==> config.mk <==
export PLATFORM = sky130hd
export DESIGN_NAME = idx_set_unit
export DESIGN_NICKNAME = d
export VERILOG_FILES = /design/src/idx_set_pkg.sv /design/src/idx_set_unit.sv
export SDC_FILE = /design/constraint.sdc
export NUM_CORES = 1
export LEC_CHECK = 0
export BUFFER_PORTS_ARGS = -buffer_cell sky130_fd_sc_hd__buf_2
export CORE_ASPECT_RATIO = 2
export CORE_UTILIZATION = 48
export CTS_CLUSTER_DIAMETER = 30
export DETAILED_ROUTE_END_ITERATION = 16
export PLACE_DENSITY = 0.82
export SKIP_LAST_GASP = 1
export SYNTH_ARGS = -nofsm -noshare
export SYNTH_HDL_FRONTEND = slang
export SYNTH_SLANG_ARGS = --single-unit
==> constraint.sdc <==
create_clock -name clk_sys -period 2.8 [get_ports clk_sys]
set_clock_uncertainty 0.2 [all_clocks]
set_input_delay 0.42 -clock clk_sys [delete_from_list [all_inputs] [get_ports clk_sys]]
set_output_delay 0.42 -clock clk_sys [all_outputs]
set_load 0.02 [all_outputs]
==> src/idx_set_pkg.sv <==
// Constants for the indexed literal offset bit set / byte fill unit
package idx_set_pkg;
  localparam int          INSN_W        = 16;
  localparam int          ADDR_W        = 12;
  localparam int          DATA_W        = 8;
  localparam logic [3:0]  BIT_SET_NIB   = 4'h8;
  localparam logic [7:0]  BYTE_FILL_HI  = 8'h68;
  localparam logic [7:0]  FILL_VALUE    = 8'hff;
  localparam logic [7:0]  OFFSET_MAX    = 8'h5f;
  localparam int          BIT_SEL_LSB   = 9;
  localparam int          BIT_SEL_W     = 3;
  localparam int          FLAG_BIT_POS  = 8;
  localparam logic [11:0] ADDR_RESET    = 12'h000;
  localparam logic [7:0]  DATA_RESET    = 8'h00;

  typedef enum logic [1:0] {
    PH_DECODE,
    PH_READ,
    PH_MODIFY,
    PH_WRITE
  } phase_t;

  typedef enum logic [1:0] {
    OP_NONE,
    OP_BIT_SET,
    OP_BYTE_FILL
  } op_kind_t;
endpackage : idx_set_pkg

==> src/idx_set_unit.sv <==
// Decode and execute unit for indexed bit set and byte fill instructions
//
// Operation
// - Opcode 1000 bbb0 kkkkkkkk sets bit b
// - Opcode 0110 1000 kkkkkkkk writes FFh
// - Offset 0..95, added to full pointer
// - One word, one cycle, flags untouched
// - Config bit zero disables extended set
// - Enabled: operands up to 5Fh are offsets
module idx_set_unit
  import idx_set_pkg::*;
(
  // Clock and reset
  input  wire logic              clk_sys,
  input  wire logic              rst_n,
  // Configuration
  input  wire logic              extended_set_config_bit,
  // Instruction stream, one word per instruction cycle
  input  wire logic              insn_valid,
  input  wire logic [INSN_W-1:0] insn_word,
  input  wire logic [ADDR_W-1:0] stack_frame_pointer,
  // Data memory
  output logic                   mem_rd_en,
  output logic                   mem_wr_en,
  output logic      [ADDR_W-1:0] mem_addr,
  output logic      [DATA_W-1:0] mem_wr_data,
  input  wire logic [DATA_W-1:0] mem_rd_data,
  // Status to the core
  output logic                   insn_claimed,
  output logic                   insn_done,
  output logic                   phase_busy
);

  // --------------------------------------------------------------
  // Width check
  // --------------------------------------------------------------
  // Decode uses fixed bit positions, other widths are refused
  if (ADDR_W != 12 || DATA_W != 8 || INSN_W != 16)
  begin : g_width_check
    $error("idx_set_unit: unsupported widths");
  end

  // --------------------------------------------------------------
  // Decode
  // --------------------------------------------------------------
  function automatic logic [DATA_W-1:0] bit_mask(
    input logic [BIT_SEL_W-1:0] sel
  );
    bit_mask = DATA_W'(1) << sel;
  endfunction : bit_mask

  wire logic       is_bitset = insn_word[15:12] == BIT_SET_NIB
                               && !insn_word[FLAG_BIT_POS];
  wire logic       is_fill   = insn_word[15:8] == BYTE_FILL_HI;
  wire logic       op_match  = is_bitset || is_fill;

  // --------------------------------------------------------------
  // Offset and address
  // --------------------------------------------------------------
  // Operands above the limit stay absolute and are not ours
  wire logic [7:0] offset_k  = insn_word[7:0];
  wire logic       off_ok    = offset_k <= OFFSET_MAX;
  // Full pointer plus offset; wraps at the top of data space
  wire logic [ADDR_W-1:0] eff_addr =
    stack_frame_pointer + ADDR_W'(offset_k);

  // --------------------------------------------------------------
  // Claim
  // --------------------------------------------------------------
  // Config bit low leaves every word to the base decoder
  wire logic       ext_on    = extended_set_config_bit;
  wire logic       hit       = insn_valid && ext_on && off_ok
                               && op_match;
  wire op_kind_t   dec_kind  = !hit ? OP_NONE :
                               (is_bitset ? OP_BIT_SET : OP_BYTE_FILL);

  // --------------------------------------------------------------
  // Phase sequencer
  // --------------------------------------------------------------
  phase_t                 phase_r;
  phase_t                 phase_nxt;
  op_kind_t               kind_r;
  logic [BIT_SEL_W-1:0]   bsel_r;

  always_comb
  begin
    unique case (phase_r)
      PH_DECODE: phase_nxt = (dec_kind != OP_NONE) ? PH_READ : PH_DECODE;
      PH_READ:   phase_nxt = PH_MODIFY;
      PH_MODIFY: phase_nxt = PH_WRITE;
      PH_WRITE:  phase_nxt = PH_DECODE;
    endcase
  end

  // --------------------------------------------------------------
  // Phase qualifiers
  // --------------------------------------------------------------
  // Words seen outside the idle phase are ignored
  wire logic take_insn = (phase_r == PH_DECODE)
                         && (dec_kind != OP_NONE);
  wire logic in_modify = (phase_r == PH_MODIFY);
  wire logic in_write  = (phase_r == PH_WRITE);

  // --------------------------------------------------------------
  // Modify
  // --------------------------------------------------------------
  // Read byte stands only in the third phase, so it is used there
  // No status flag is touched
  wire logic [DATA_W-1:0] mod_data = (kind_r == OP_BIT_SET)
                                     ? (mem_rd_data | bit_mask(bsel_r))
                                     : FILL_VALUE;

  // --------------------------------------------------------------
  // Sequencer registers
  // --------------------------------------------------------------
  always_ff @(posedge clk_sys or negedge rst_n)
  begin
    if (!rst_n)
      phase_r <= PH_DECODE;
    else
      phase_r <= phase_nxt;
  end

  always_ff @(posedge clk_sys or negedge rst_n)
  begin
    if (!rst_n)
    begin
      kind_r <= OP_NONE;
      bsel_r <= '0;
    end
    else if (take_insn)
    begin
      kind_r <= dec_kind;
      bsel_r <= insn_word[BIT_SEL_LSB +: BIT_SEL_W];
    end
    else if (in_write)
    begin
      kind_r <= OP_NONE;
    end
  end

  // --------------------------------------------------------------
  // Memory port
  // --------------------------------------------------------------
  // Address holds from claim until the next claim
  always_ff @(posedge clk_sys or negedge rst_n)
  begin
    if (!rst_n)
    begin
      mem_addr <= ADDR_RESET;
    end
    else if (take_insn)
    begin
      mem_addr <= eff_addr;
    end
  end

  // Read strobe in the second phase
  always_ff @(posedge clk_sys or negedge rst_n)
  begin
    if (!rst_n)
      mem_rd_en <= 1'b0;
    else
      mem_rd_en <= take_insn;
  end

  // Write strobe and data in the fourth phase
  always_ff @(posedge clk_sys or negedge rst_n)
  begin
    if (!rst_n)
      mem_wr_en <= 1'b0;
    else
      mem_wr_en <= in_modify;
  end

  always_ff @(posedge clk_sys or negedge rst_n)
  begin
    if (!rst_n)
    begin
      mem_wr_data <= DATA_RESET;
    end
    else if (in_modify)
    begin
      mem_wr_data <= mod_data;
    end
  end

  // --------------------------------------------------------------
  // Status outputs
  // --------------------------------------------------------------
  always_ff @(posedge clk_sys or negedge rst_n)
  begin
    if (!rst_n)
      insn_claimed <= 1'b0;
    else
      insn_claimed <= take_insn;
  end

  // Done after write back: one instruction cycle in all
  always_ff @(posedge clk_sys or negedge rst_n)
  begin
    if (!rst_n)
      insn_done <= 1'b0;
    else
      insn_done <= in_write;
  end

  // Busy from claim until done
  always_ff @(posedge clk_sys or negedge rst_n)
  begin
    if (!rst_n)
    begin
      phase_busy <= 1'b0;
    end
    else if (take_insn)
    begin
      phase_busy <= 1'b1;
    end
    else if (in_write)
    begin
      phase_busy <= 1'b0;
    end
  end

endmodule : idx_set_unit

# Word level (Yosys, flattened, before mapping)

Index checks and enable logic that the tools add are counted.

Shift operators: 1
Reductions and logical operators: 10
Eq/ne operators: 6
Bitwise operators: 1
$add $sub $neg: 1
Muxes and demuxes: 9
Order comparisons: 1

Operators by type and width:

| cell                | number |
|---|---|
| $add 12x8->12       | 1 |
| $eq 8x7->1 const B  | 1 |
| $le 8x7->1 const B  | 1 |
| $mux 2              | 4 |
| $mux 8              | 1 |
| $or 8x8->8          | 1 |
| $pmux 2 s4          | 1 |
| $shl 1x3->8 const A | 1 |
| $logic_and 1x1->1   | 5 |
| $eq 2x1->1 const B  | 2 |
| $eq 2x2->1 const B  | 2 |
| $eq 4x4->1 const B  | 1 |
| $reduce_bool 2->1   | 2 |
| $mux 1              | 3 |
| $logic_not 2->1     | 1 |
| $logic_not 1->1     | 1 |
| $logic_or 1x1->1    | 1 |

Input bits: 40
Output and inout bits: 25
Register bits after elaboration: 31
Logic and storage cells: 38

# Depth between registers and ports, before layout

Depth after elaboration: 8
Depth in mapped cells: 9

# Least setup slack after synthesis

OpenSTA, ideal clock, no wires.

Path kind: input to register
Start: input port insn_word[0]
End: register mem_addr[6]
Slack: 679 ps
Setup time: 135 ps
Buffers on the path: 0
Data required time: 2465 ps
Cell stages on the path: 7
Arrival time: 1787 ps
Cell sequence: ha_1 -> fa_1 -> a211oi_1 -> o21ai_0 -> a21oi_1 -> xor2_1 -> o21ai_0

Word-level cells in the longest chain between the ends: 6
Elaborated cells between the ends (all ways): 7

Ends and longest elaborated chain:

| what                 | line                | source |
|---|---|---|
| start, declared      | idx_set_unit.sv:20  | `input wire logic [INSN_W-1:0] insn_word,` |
| $le 8x7->1           | idx_set_unit.sv:62  | `wire logic off_ok = offset_k <= OFFSET_MAX;` |
| $logic_and 1x1->1    | idx_set_unit.sv:72  | `wire logic hit = insn_valid && ext_on && off_ok` |
| $logic_and 1x1->1    | idx_set_unit.sv:73  | `&& op_match;` |
| $mux 2               | idx_set_unit.sv:74  | `wire op_kind_t dec_kind = !hit ? OP_NONE :` |
| $reduce_bool 2->1    | idx_set_unit.sv:100 | `&& (dec_kind != OP_NONE);` |
| $logic_and 1x1->1    | idx_set_unit.sv:100 |  |
| end signal, assigned | idx_set_unit.sv:154 | `mem_addr <= eff_addr;` |
| end, declared        | idx_set_unit.sv:25  | `output logic [ADDR_W-1:0] mem_addr,` |

Several ways; a longest one is shown, not always the timed one.
A chain may end at the register's enable or synchronous reset.

# Worst setup path in the final report

Same ends and word-level chain as after synthesis.

==> results.md <==
* Final hold violations at 0
* Synth top area share at 45.5%
* # port buffers at 64
* Max Buffers Root-to-Sink at 2
* Ys flop type: dfrtp_1
* Core ar. at 3380 sq um
* DRC Markers at 0
* Die Height at 86.3 um
* Vias in the first global route at 1481
* Setup TNS at 0 ps
* Crit path buf inv count at 1
* Wire per inst at 14.2 um
* # IOs at 65
* 1st-iter DRT viols at 35
* Mapped Nets at 227
* Leakage power at 0.00106 uW
* Power, Total at 1260 uW
* Antenna violations before repair at 0
* Max-cap viol count at 0
* CP top delay family: compound AO/OA/AOI/OAI gates
* RSZ-0062 raised after global routing: false
* End of the worst hold path: bsel_r[0]$_DFFE_PN0P_
* Worst Path Arrival at 2150 ps
* Post-Syn Area at 1700 sq um
* Dominant cell type by area after synthesis: dfrtp_1
* Fmax at 0.459 GHz
* Row cnt at 30
* RR Startpoint: phase_r[0]$_DFF_PN0_
* Status: finished, final reports clean
* Critical Path Fanout Max at 3
* CP Class: in2reg
* HP Start: insn_word[9]
* Total track usage at 22.3%
* DR vias/cell at 5.49
* Grt ovf at 0
* First-pass GRT wire length at 6110 um
* Worst slew pin tran at 656 ps
* Final hold slack at 145 ps
* Peak VDD IR at 0.354 mV
* Worst reg2reg endpoint: mem_addr[9]$_DFFE_PN0P_
* Most frequent CP cell: o21ai_0
* Synth Instances at 175
* Area after DPL at 2020 sq um
* Final ANT Viol Nets at 0
* CTS sink cnt at 31
* Post-CTS setup buffer count at 0
* FF+latch count, synth at 31
* CTS root buf: clkbuf_8
* Largest net degree at the start of global routing at 32
* Cell variety after synth at 40
* H-tree lvl count at 2
* Fin crit share at 77.9%
* Seq/Total Area, Yosys at 45.5%
* Final slew viol count at 0
* Worst Setup End Kind: flip-flop
* EDFF count, synth at 0
* Synth area leaders: dfrtp_1 46%, ha_1 8.1%, nand2_1 6.4%
* Startpoint types: primary input
* Final Cell Area at 2120 sq um
* Cell area power density at 597 nW/um^2
* CTS tree: done
* Initial Util at 50.4%
* Async S/R FF share, synth at 100%
* Post-detail-place hpwl at 3070 um
* Reg-to-reg slack, setup at 670 ps
* GP Congestion at 0.800
* Insertion delay to the later sink of the worst-skew pair at 280 ps
* Antenna cells at 0
* Worst path slowest cell: fa_1
* Syn_area_per_cell at 9.74 sq um
* Number of buffers created by CTS at 5
* Max incr delay on CP at 430 ps
* Hold path depth at 3
* Worst path cell trace: buf_2 > ha_1 > fa_1 > a211oi_1 > o21ai_0 > a21oi_1 > xor2_1 > o21ai_0
* Worst hold path type: in2reg
* Clk slew on worst S/H paths at 60 ps
* Final #Nets at 291
* Critical path data required time at 2770 ps
* Post-route minimum period at 2180 ps
* Detailed Routing Iterations Pass 1 at 6
* Routed wire length at 3870 um
* Total of warnings raised by yosys at 0
* P&R area growth vs syn at 24.2%
* Final setup vio count at 0
* Worst slew margin at 56.3%
* Die area at 3810 sq um
* Ratio of cells with drive above 1 in the final layout at 30.8%
* Worst reg2reg path depth at 7
* Chip Width at 44.1 um
* Vias post-DR at 1492
[worst min-delay path, stage by stage]
cell and delay, ps:
buf_2 80, nand2_1 40, nand2_1 50
[report_power, final]
group / switching (uW) / total [uW] / leakage [uW] / internal [uW]
logic: 227 / 374 / 0.000638 / 147
registers: 39.4 / 557 / 0.000383 / 517
clock network: 160 / 334 / 0.0000422 / 174
total: 426 / 1260 / 0.00106 / 838
[cell families (layout without fill, tap and decap cells)]
kind of cell	count (synthesis)	after routing	share of synthesized area, %
AO/OA/AOI/OAI	48	48	19.1
XOR/XNOR	8	8	4.11
adder cells (fa/ha/maj)	12	12	9.25
buffers and inverters	18	83	4.77
flip-flops	31	31	45.5
multiplexers	1	1	0.587
AND/OR/NAND/NOR	57	57	16.7
[sequential cells by signal, summed over array words and instances, names as in the netlist]
register and count:
phase_r 2, kind_r 2, phase_busy 1, mem_wr_data 8
bsel_r 3, insn_done 1, mem_wr_en 1, insn_claimed 1
mem_addr 12
[worst max-delay path by stage]
| stage | startpoint | endpoint | slack, ps | depth (start not counted) |
|---|---|---|---|---|
| final | insn_word[0] | mem_addr[6]$_DFFE_PN0P_ | 620 | 8 |
| after floorplan | insn_word[0] | mem_addr[6]$_DFFE_PN0P_ | 680 | 7 |
| after detailed placement | insn_word[0] | mem_addr[6]$_DFFE_PN0P_ | 360 | 8 |
| after CTS | insn_word[0] | mem_addr[6]$_DFFE_PN0P_ | 650 | 8 |
| after global routing | insn_word[0] | mem_addr[10]$_DFFE_PN0P_ | 490 | 8 |
| after global placement | insn_word[0] | mem_addr[10]$_DFFE_PN0P_ | 420 | 8 |
[cells in the mapped netlist (2+ instances only)]
| library cell | n |
|---|---|
| a211oi_1 | 3 |
| o211ai_1 | 2 |
| o2111ai_1 | 2 |
| dfrtp_1 | 31 |
| o21ai_0 | 16 |
| ha_1 | 11 |
| clkbuf_1 | 5 |
| a21o_1 | 5 |
| a21oi_1 | 7 |
| inv_1 | 8 |
| o32a_1 | 7 |
| nand3_1 | 4 |
| xnor2_1 | 2 |
| nor3b_1 | 4 |
| xor2_1 | 6 |
| nand2_1 | 29 |
| nor2_1 | 9 |
| and3b_1 | 2 |
[per-layer routing]
metal  vias to the layer above  track usage (%)  share of wire [%]
li1                        748                -                  -
met1                       686             19.3                 34
met2                        47             42.4                 58
met3                        11             3.75                3.1
met4                         0             15.7                4.9
met5                         -                0                  0
[metrics by stage]
| step | instances | setup WS, ps | utilization, % |
|---|---|---|---|
| 2_1_floorplan | 175 | 679 | - |
| 3_3_place_gp | 263 | 416 | 59.9 |
| 3_5_place_dp | 263 | 360 | 59.9 |
| 4_1_cts | 272 | 650 | 62.6 |
| 5_1_grt | 272 | 492 | 62.6 |
| 6_report | 272 | 620 | 62.6 |
[final cells by class]
class	count	area, sq um
fillers	323	1260
clock buffers	7	76.3
well taps	32	40.0
repair buffers	66	338
multi-input cells	126	847
flip-flops and latches	31	776
inverters	9	33.8
clock inverters	1	5.00
[repair_timing]
action | in CTS | in global routing
gates resized for setup | 0 | 0
hold buffers | 1 | 0
hold endpoints to repair | 31 | 0
[layout by cell type (no fill, tap or decap), drive strengths merged, types with 2 or more instances in the layout]
| cell type | instances |
|---|---|
| buf | 65 |
| dfrtp | 31 |
| nand2 | 29 |
| o21ai | 16 |
| ha | 11 |
| nor2 | 9 |
| inv | 9 |
| o32a | 7 |
| a21oi | 7 |
| clkbuf | 7 |
| xor2 | 6 |
| a21o | 5 |
| nor3b | 4 |
| nand3 | 4 |
| a211oi | 3 |
| and3b | 2 |
| o211ai | 2 |
| o2111ai | 2 |
| xnor2 | 2 |
No activity file was read; power rests on OpenSTA's default activity.
